**config.mk**
```make
export PLATFORM = sky130hd
export DESIGN_NAME = fprx_top
export DESIGN_NICKNAME = d
export VERILOG_FILES = /design/src/pkg/fprx_pkg.sv /design/src/design/fprx_rounder.sv /design/src/design/fprx_top.sv
export SDC_FILE = /design/constraint.sdc
export NUM_CORES = 1
export LEC_CHECK = 0
export BUFFER_PORTS_ARGS = -buffer_cell sky130_fd_sc_hd__buf_4
export CAP_MARGIN = 10
export CORE_MARGIN = 2
export CORE_UTILIZATION = 35
export CTS_BUF_LIST = sky130_fd_sc_hd__clkbuf_4 sky130_fd_sc_hd__clkbuf_8
export CTS_CLUSTER_SIZE = 40
export DETAILED_ROUTE_END_ITERATION = 8
export HOLD_SLACK_MARGIN = 0.05
export PLACE_DENSITY = 0.6
export SETUP_SLACK_MARGIN = 0.15
export SYNTH_ARGS = -nofsm -noshare
export SYNTH_HDL_FRONTEND = slang
export SYNTH_SLANG_ARGS = --single-unit
```
**constraint.sdc**
```tcl
create_clock -name mclk -period 6.34 [get_ports mclk]
set_clock_uncertainty 0.05 [all_clocks]
set_input_delay 1.268 -clock mclk [delete_from_list [all_inputs] [get_ports mclk]]
set_output_delay 1.268 -clock mclk [all_outputs]
set_load 0.005 [all_outputs]
```
**src/pkg/fprx_pkg.sv**
```systemverilog
// Purpose: constants for the fp rounding and exception-flag block
// Assumes: single-precision result path, apb register access
// Notes: flag and mask bit order is shared by both environments
//
// Contract
// - pick one of the two bracketing representable values, error under one ulp
// - mode 00b rounds to nearest, ties go to the even value
// - mode 01b rounds toward negative infinity
// - mode 10b rounds toward positive infinity
// - mode 11b truncates toward zero
// - both rounding control fields reset to round to nearest even
// - any rounded result differing from precise sets that environment's precision flag
// - rounding mode ignored for compares, exact results and nan results
// - scalar unit rounding mode sits in control word bits 10 and 11
// - simd unit rounding mode sits in its control/status bits 13 and 14
// - truncating float to integer converts always round toward zero
// - six exception classes are detected
// - invalid, divide-by-zero, subnormal before arithmetic; others after rounding
// - a detected condition sets its flag; masked gives a default result
// - an unmasked detected condition sets its flag and requests the handler
// - exception flags are sticky and accumulate
// - scalar flags in status bits 0..5, masks in control bits 0..5
// - simd flags in bits 0..5, masks in bits 7..12
// - scalar and simd flag and mask sets never affect each other
// - masked responses continue, so one operation may set several flags
// - masked overflow returns infinity or largest finite per rounding mode
// - masked invalid returns the indefinite quiet nan
`default_nettype none

package fprx_pkg;

  // ****************************************
  // register map
  // ****************************************
  localparam logic [7:0] OFS_SCL_CTRL = 8'h00;
  localparam logic [7:0] OFS_SCL_STAT = 8'h04;
  localparam logic [7:0] OFS_SIMD_CSR = 8'h08;

  // ****************************************
  // field positions
  // ****************************************
  localparam int FLG_INV = 0;
  localparam int FLG_DEN = 1;
  localparam int FLG_DZ = 2;
  localparam int FLG_OVF = 3;
  localparam int FLG_UNF = 4;
  localparam int FLG_PRE = 5;
  localparam int SCL_MASK_LO = 0;
  localparam int SCL_RC_LO = 10;
  localparam int SIMD_FLG_LO = 0;
  localparam int SIMD_MASK_LO = 7;
  localparam int SIMD_RC_LO = 13;

  // ****************************************
  // reset values
  // ****************************************
  localparam logic [5:0] MASK_RST = 6'h3f;
  localparam logic [5:0] FLAG_RST = 6'h00;

  // ****************************************
  // rounding modes and operation classes
  // ****************************************
  localparam logic [1:0] RC_NEAR = 2'h0;
  localparam logic [1:0] RC_DOWN = 2'h1;
  localparam logic [1:0] RC_UP = 2'h2;
  localparam logic [1:0] RC_ZERO = 2'h3;
  localparam logic [1:0] CLS_ARITH = 2'h0;
  localparam logic [1:0] CLS_CMP = 2'h1;
  localparam logic [1:0] CLS_TRUNC = 2'h2;

  // ****************************************
  // single-precision encodings
  // ****************************************
  localparam logic signed [10:0] EXP_OVF = 11'sh0ff;
  localparam logic signed [10:0] EXP_TINY = 11'sh000;
  localparam logic [30:0] MAG_INF = 31'h7f800000;
  localparam logic [30:0] MAG_MAXF = 31'h7f7fffff;
  localparam logic [31:0] QNAN_INDEF = 32'hffc00000;
  localparam logic [7:0] EXP_NAN = 8'hff;

endpackage : fprx_pkg
`default_nettype wire

```
**src/design/fprx_rounder.sv**
```systemverilog
// Purpose: one-step significand rounder for all four rounding modes
// Assumes: guard and sticky bits hold everything below the last place
// Notes: purely combinational
`timescale 1ns/1ps
`default_nettype none

module fprx_rounder (
  input wire logic sign,
  input wire logic [23:0] sig_in,
  input wire logic guard,
  input wire logic sticky,
  input wire logic [1:0] mode,
  output logic [23:0] sig_out,
  output logic carry,
  output logic inexact
);

  logic inc;

  // ****************************************
  // choose lower or upper bracketing value
  // ****************************************
  always_comb begin
    inexact = guard | sticky;
    case (mode)
      fprx_pkg::RC_NEAR: inc = guard & (sticky | sig_in[0]);
      fprx_pkg::RC_DOWN: inc = sign & inexact;
      fprx_pkg::RC_UP: inc = ~sign & inexact;
      fprx_pkg::RC_ZERO: inc = 1'b0;
      default: inc = 1'b0;
    endcase
    {carry, sig_out} = {1'b0, sig_in} + {24'h000000, inc};
    if (carry) begin
      sig_out = 24'h800000;
    end
  end

endmodule : fprx_rounder
`default_nettype wire

```
**src/design/fprx_top.sv**
```systemverilog
// Purpose: rounding, exception detection and sticky flags for scalar and simd fp environments
// Assumes: core gives an unbounded-exponent result with guard and sticky bits
// Notes: one result per op_valid, answered one cycle later
//
// Register access over APB and the address map are this design's own decisions.
`timescale 1ns/1ps
`default_nettype none

module fprx_top (
  input wire logic mclk,
  input wire logic srst,
  input wire logic psel,
  input wire logic penable,
  input wire logic pwrite,
  input wire logic [7:0] paddr,
  input wire logic [31:0] pwdata,
  output logic [31:0] prdata,
  output logic pready,
  output logic pslverr,
  input wire logic op_valid,
  input wire logic op_env,
  input wire logic [1:0] op_cls,
  input wire logic pre_invalid,
  input wire logic pre_div_zero,
  input wire logic pre_subnormal,
  input wire logic res_nan,
  input wire logic res_sign,
  input wire logic signed [9:0] res_exp,
  input wire logic [25:0] res_sig,
  output logic res_valid,
  output logic [31:0] res_data,
  output logic [5:0] res_flags,
  output logic exc_req
);

  // ****************************************
  // register state
  // ****************************************
  logic [5:0] scl_mask_r, scl_mask_nxt;
  logic [1:0] scl_rc_r, scl_rc_nxt;
  logic [5:0] scl_flag_r, scl_flag_nxt;
  logic [5:0] simd_mask_r, simd_mask_nxt;
  logic [1:0] simd_rc_r, simd_rc_nxt;
  logic [5:0] simd_flag_r, simd_flag_nxt;
  logic [31:0] prdata_r, prdata_nxt;
  logic pready_r, pready_nxt;
  logic pslverr_r, pslverr_nxt;
  logic res_valid_r, res_valid_nxt;
  logic [31:0] res_data_r, res_data_nxt;
  logic [5:0] res_flags_r, res_flags_nxt;
  logic exc_req_r, exc_req_nxt;

  logic apb_wr;
  logic wr_scl_ctrl, wr_scl_stat, wr_simd;
  logic setup;
  logic mapped;

  // ****************************************
  // operation datapath signals
  // ****************************************
  logic [1:0] rc_eff;
  logic [5:0] mask_eff;
  logic exact_in;
  logic [23:0] rnd_sig;
  logic rnd_carry;
  logic rnd_inexact;
  logic signed [10:0] exp_rnd;
  logic ovf, tiny;
  logic use_max;
  logic [5:0] new_flags;
  logic [31:0] data_c;
  logic req_c;

  // ****************************************
  // apb decode
  // ****************************************
  assign setup = psel & ~penable;
  assign apb_wr = psel & penable & pready_r & pwrite;
  assign wr_scl_ctrl = apb_wr & (paddr == fprx_pkg::OFS_SCL_CTRL);
  assign wr_scl_stat = apb_wr & (paddr == fprx_pkg::OFS_SCL_STAT);
  assign wr_simd = apb_wr & (paddr == fprx_pkg::OFS_SIMD_CSR);
  assign mapped = (paddr == fprx_pkg::OFS_SCL_CTRL) | (paddr == fprx_pkg::OFS_SCL_STAT) |
                  (paddr == fprx_pkg::OFS_SIMD_CSR);

  // ****************************************
  // environment selection
  // ****************************************
  always_comb begin
    if (op_env) begin
      rc_eff = simd_rc_r;
      mask_eff = simd_mask_r;
    end else begin
      rc_eff = scl_rc_r;
      mask_eff = scl_mask_r;
    end
    if (op_cls == fprx_pkg::CLS_TRUNC) begin
      rc_eff = fprx_pkg::RC_ZERO;
    end
  end

  // compares pass through exactly, so the mode has nothing to act on
  assign exact_in = (op_cls == fprx_pkg::CLS_CMP);

  fprx_rounder u_rnd (
    .sign(res_sign),
    .sig_in(res_sig[25:2]),
    .guard(res_sig[1] & ~exact_in),
    .sticky(res_sig[0] & ~exact_in),
    .mode(rc_eff),
    .sig_out(rnd_sig),
    .carry(rnd_carry),
    .inexact(rnd_inexact)
  );

  assign exp_rnd = $signed({res_exp[9], res_exp}) + $signed({10'h000, rnd_carry});
  assign ovf = (exp_rnd >= fprx_pkg::EXP_OVF);
  assign tiny = (exp_rnd <= fprx_pkg::EXP_TINY);

  // largest finite instead of infinity when rounding points away from it
  always_comb begin
    case (rc_eff)
      fprx_pkg::RC_NEAR: use_max = 1'b0;
      fprx_pkg::RC_DOWN: use_max = ~res_sign;
      fprx_pkg::RC_UP: use_max = res_sign;
      fprx_pkg::RC_ZERO: use_max = 1'b1;
      default: use_max = 1'b0;
    endcase
  end

  // ****************************************
  // exception classification and result
  // ****************************************
  always_comb begin
    new_flags = 6'h00;
    data_c = 32'h00000000;
    new_flags[fprx_pkg::FLG_INV] = pre_invalid;
    new_flags[fprx_pkg::FLG_DZ] = pre_div_zero;
    new_flags[fprx_pkg::FLG_DEN] = pre_subnormal;
    if (|(new_flags & ~mask_eff)) begin
      data_c = 32'h00000000;
    end else if (pre_invalid) begin
      data_c = fprx_pkg::QNAN_INDEF;
    end else if (pre_div_zero) begin
      data_c = {res_sign, fprx_pkg::MAG_INF};
    end else if (res_nan) begin
      data_c = {res_sign, fprx_pkg::EXP_NAN, 1'b1, res_sig[23:2]};
    end else if (exact_in) begin
      data_c = {res_sign, res_exp[7:0], res_sig[24:2]};
    end else begin
      // subnormal masked response continues into post
      new_flags[fprx_pkg::FLG_PRE] = rnd_inexact;
      data_c = {res_sign, exp_rnd[7:0], rnd_sig[22:0]};
      if (ovf) begin
        new_flags[fprx_pkg::FLG_OVF] = 1'b1;
        if (mask_eff[fprx_pkg::FLG_OVF]) begin
          new_flags[fprx_pkg::FLG_PRE] = 1'b1;
          data_c = {res_sign, use_max ? fprx_pkg::MAG_MAXF : fprx_pkg::MAG_INF};
        end else begin
          data_c = 32'h00000000;
        end
      end else if (tiny) begin
        new_flags[fprx_pkg::FLG_UNF] = 1'b1;
        if (mask_eff[fprx_pkg::FLG_UNF]) begin
          new_flags[fprx_pkg::FLG_PRE] = 1'b1;
          data_c = {res_sign, 31'h00000000};
        end else begin
          data_c = 32'h00000000;
        end
      end
    end
    req_c = |(new_flags & ~mask_eff);
  end

  // ****************************************
  // next state of registers and outputs
  // ****************************************
  always_comb begin
    scl_mask_nxt = scl_mask_r;
    scl_rc_nxt = scl_rc_r;
    simd_mask_nxt = simd_mask_r;
    simd_rc_nxt = simd_rc_r;
    scl_flag_nxt = scl_flag_r;
    simd_flag_nxt = simd_flag_r;
    if (wr_scl_ctrl) begin
      scl_mask_nxt = pwdata[fprx_pkg::SCL_MASK_LO +: 6];
      scl_rc_nxt = pwdata[fprx_pkg::SCL_RC_LO +: 2];
    end
    if (wr_scl_stat) begin
      scl_flag_nxt = pwdata[5:0];
    end
    if (wr_simd) begin
      simd_flag_nxt = pwdata[fprx_pkg::SIMD_FLG_LO +: 6];
      simd_mask_nxt = pwdata[fprx_pkg::SIMD_MASK_LO +: 6];
      simd_rc_nxt = pwdata[fprx_pkg::SIMD_RC_LO +: 2];
    end
    // set wins over a clearing write in the same cycle
    if (op_valid & ~op_env) begin
      scl_flag_nxt = scl_flag_nxt | new_flags;
    end
    if (op_valid & op_env) begin
      simd_flag_nxt = simd_flag_nxt | new_flags;
    end
    pready_nxt = setup;
    pslverr_nxt = setup & ~mapped;
    prdata_nxt = 32'h00000000;
    if (setup & ~pwrite) begin
      case (paddr)
        fprx_pkg::OFS_SCL_CTRL: begin
          prdata_nxt[fprx_pkg::SCL_MASK_LO +: 6] = scl_mask_r;
          prdata_nxt[fprx_pkg::SCL_RC_LO +: 2] = scl_rc_r;
        end
        fprx_pkg::OFS_SCL_STAT: prdata_nxt[5:0] = scl_flag_r;
        fprx_pkg::OFS_SIMD_CSR: begin
          prdata_nxt[fprx_pkg::SIMD_FLG_LO +: 6] = simd_flag_r;
          prdata_nxt[fprx_pkg::SIMD_MASK_LO +: 6] = simd_mask_r;
          prdata_nxt[fprx_pkg::SIMD_RC_LO +: 2] = simd_rc_r;
        end
        default: prdata_nxt = 32'h00000000;
      endcase
    end
    res_valid_nxt = op_valid;
    res_data_nxt = op_valid ? data_c : 32'h00000000;
    res_flags_nxt = op_valid ? new_flags : 6'h00;
    exc_req_nxt = op_valid & req_c;
  end

  always_ff @(posedge mclk) begin
    if (srst) begin
      scl_mask_r <= fprx_pkg::MASK_RST;
      scl_rc_r <= fprx_pkg::RC_NEAR;
      scl_flag_r <= fprx_pkg::FLAG_RST;
      simd_mask_r <= fprx_pkg::MASK_RST;
      simd_rc_r <= fprx_pkg::RC_NEAR;
      simd_flag_r <= fprx_pkg::FLAG_RST;
      prdata_r <= 32'h00000000;
      pready_r <= 1'b0;
      pslverr_r <= 1'b0;
      res_valid_r <= 1'b0;
      res_data_r <= 32'h00000000;
      res_flags_r <= 6'h00;
      exc_req_r <= 1'b0;
    end else begin
      scl_mask_r <= scl_mask_nxt;
      scl_rc_r <= scl_rc_nxt;
      scl_flag_r <= scl_flag_nxt;
      simd_mask_r <= simd_mask_nxt;
      simd_rc_r <= simd_rc_nxt;
      simd_flag_r <= simd_flag_nxt;
      prdata_r <= prdata_nxt;
      pready_r <= pready_nxt;
      pslverr_r <= pslverr_nxt;
      res_valid_r <= res_valid_nxt;
      res_data_r <= res_data_nxt;
      res_flags_r <= res_flags_nxt;
      exc_req_r <= exc_req_nxt;
    end
  end

  assign prdata = prdata_r;
  assign pready = pready_r;
  assign pslverr = pslverr_r;
  assign res_valid = res_valid_r;
  assign res_data = res_data_r;
  assign res_flags = res_flags_r;
  assign exc_req = exc_req_r;

  logic plain_arith;
  assign plain_arith = op_valid & ~pre_invalid & ~pre_div_zero & ~pre_subnormal & ~res_nan &
                       (op_cls == fprx_pkg::CLS_ARITH);
endmodule : fprx_top
`default_nettype wire

```
==> results.txt <==
Finish-stage setup viols -> 0
Synth Warn # -> 0
First-pass GRT wire length -> 20.3 mm
Setup crit end -> res_data[5]
P_leak -> 0.00246 uW
DR vias/cell -> 5.27
Max-slew headroom -> 27.4%
FF/Latch Area -> 1680 um^2
CP arrival -> 6.11 ns
Drt pass-1 iters -> 5
Die area -> 13700 um^2
Post-synth EDFFs -> 0
TritonCTS Buffers -> 9
Maximum VDD drop -> 122 uV
Clock tree sinks -> 84
CTS Hold Bufs -> 0
CORE AREA -> 12600 um^2
CP max FO -> 27
GPL Wtd Cong -> 0.899
Worst EP required -> 6.57 ns
Fmax -> 170 MHz
Routed length per instance -> 15.7 um
Worst setup EP type -> register
Dpl ws -> -0.00637 ns
Syn Inst Count -> 535
Critical Path Start -> op_env
Antenna violations before repair -> 0
CTS Buffer Depth -> 2
Post-route ant nets -> 0
Hold Slack -> 0.449 ns
Cell area after synthesis -> 4480 um^2
Period utilization -> 92.8%
Synth top area cells -> dfxtp_1 (38%), mux2i_1 (6.7%), nand2_1 (4.4%)
H-tree Lvls -> 3
Main synth FF type -> dfxtp_1
RR Endpoint -> res_data[5]
Drt drc -> 0
Global Route Usage Sum -> 19.0%
Routed wire length -> 13.1 mm
Post-layout total power -> 1160 uW
# diodes -> 0
Vias -> 4394
Final core occ -> 46.2%
Chip width -> 117 um
Non-filler instance count after layout -> 834
Placed insts -> 820
Hold WC Path Type -> register to register
Initial DRC Count -> 345
Placement Rows -> 41
Worst-skew pair later-pin latency -> 0.35 ns
Status -> complete, no violations
Nets -> 755
RSZ-0062 raised after global routing -> false
FF-to-FF Start -> simd_rc_r[0]
Crit start category -> primary input
Measured slew at the worst slew-check pin -> 1.08 ns
Hold path depth -> 1
Sequential area share after synthesis -> 37.6%
Setup ws final -> 0.459 ns
Reg clk slew, reported paths -> 0.08 ns
Setup CP Type -> primary input to register
Io pins -> 164
Min Clock Period, post-route -> 5.88 ns
Ys async rst share -> 0%
Filler cells -> 1253
# port buffers -> 127
CTS Root Cell -> clkbuf_8
Cell accounting for the most synthesized area -> dfxtp_1
Yosys top cell area share -> 37.6%
Area of the multi-input gates -> 2540 um^2
Reg-to-reg setup timing slack -> 1.21 ns
Hold Vio Cnt, Final -> 0
Layout cells sized above 1 -> 26.3%
Cell variety after synth -> 59
Post-synthesis average cell area -> 8.37 um^2
Grt ovf -> 0
Vias in the first global route -> 4210
Slew Limit Fails -> 0
Power density cells -> 200 nW/um^2
Reg2reg path depth -> 23
#FFs+latches synth -> 84
MaxCap Viol Count -> 0
Largest net degree at the start of global routing -> 34
CTS tree -> built
DP HPWL -> 9.76 mm
Starting Density -> 35.6%
Synth-to-layout area growth -> 29.7%
Die Y -> 117 um
area by class of cell:
cell class	count	area share (%)
clock inverters	4	1.70
flip-flops and latches	84	29.0
repair buffers	144	18.8
well taps	172	3.71
inverters	11	0.711
multi-input cells	409	43.8
clock buffers	10	2.26
kinds of logic (layout without fill, tap and decap cells):
kind of cell	Yosys count	after routing	share of synthesized area, %
and+or+nand+nor	204	204	23.5
other	1	18	0.0838
xor gates and xnor gates	6	6	1.17
buffers and inverters	59	169	7.46
AOI/OAI and AO/OA	143	143	21.3
adders and majority gates	6	6	1.68
DFF	84	84	37.6
muxes	32	32	7.21
worst min-delay path by stage:
stage                  to  slack [ns]           start
2_1_floorplan   prdata[0]        0.40  simd_flag_r[0]
3_3_place_gp    prdata[5]        0.42  simd_flag_r[5]
3_5_place_dp    prdata[5]        0.43  simd_flag_r[5]
4_1_cts         prdata[5]        0.45  simd_flag_r[5]
5_1_grt        prdata[12]        0.47  simd_mask_r[5]
6_report        prdata[9]        0.45  simd_mask_r[2]
where the power goes:
group / internal, uW / leakage (uW) / switching (uW)
clock: 263 / 0.000116 / 191
sequential: 538 / 0.000682 / 3.50
combinational: 73.6 / 0.00166 / 90.5
total: 875 / 0.00246 / 285
cell usage in the layout (no fill, tap or decap), drive strengths merged, types with 14 or more instances in the layout:
| master | count |
|---|---|
| nor3 | 17 |
| a31oi | 15 |
| dfxtp | 84 |
| nor2 | 45 |
| a21oi | 34 |
| nor2b | 14 |
| o21ai | 31 |
| mux2i | 30 |
| conb | 18 |
| nand2 | 53 |
| buf | 144 |
layer usage:
metal  track usage [%]  part of all wire (%)  vias to the layer above
met5                 0                     0                        -
met4              6.98                   1.9                        0
met3              4.89                   8.9                       26
met2              32.1                    47                      213
met1              23.4                    43                     1999
li1                  -                     -                     2156
synth_stat cells (4+ instances only):
library cell,instances
a211o_1,13
a211oi_1,5
a21o_1,5
a21oi_1,33
a31oi_1,14
a32o_1,7
and2_1,11
and3_1,12
buf_4,19
buf_6,5
clkbuf_1,19
dfxtp_1,84
ha_1,6
inv_1,11
mux2i_1,30
nand2_1,53
nand2b_1,7
nand3_1,12
nand4_1,4
nor2_1,44
nor2b_1,14
nor3_1,17
nor4_1,7
o21ai_0,17
o21ai_1,14
o22ai_1,4
o31ai_1,6
or3_1,4
or4_1,4
xnor2_1,4
sequential cells by signal (all words and copies together), names as in the netlist:
name and count:
simd_flag_r 6, scl_mask_r 6, simd_rc_r 2, pready 1, scl_rc_r 2, prdata 14
simd_mask_r 6, pslverr 1, res_data 32, res_valid 1, scl_flag_r 6, exc_req 1
res_flags 6
stage by stage:
step / TNS, ns / cell area, um^2
final: 0 / 5800
after global routing: 0 / 5800
after CTS: 0 / 5790
after detailed placement: -0.00637 / 5560
after global placement: 0 / 5560
after floorplan: 0 / 4540
what timing repair did:
action / in CTS / in global routing
endpoints found under the hold margin: 0 / 0
resized for setup: 0 / 3
setup endpoints to repair: 0 / 20
setup buffers: 0 / 0
worst max-delay path, cell delays in order:
cell     delay, ns
buf_4         0.11
mux2i_1       0.20
nand2_1       0.09
inv_1         0.10
ha_1          0.24
nor3_2        0.24
nor2_1        0.08
nor3_1        0.26
ha_1          0.23
ha_1          0.17
and3_1        0.18
and2_1        0.15
nand4_1       0.16
nor2_2        0.21
ha_1          0.22
ha_1          0.23
and4_1        0.24
and4_1        0.26
a31oi_2       0.10
or4_1         0.58
buf_12        0.19
nor4_1        0.26
o21ai_0       0.12
a21oi_1       0.18
Power figures use the tool's default switching activity.
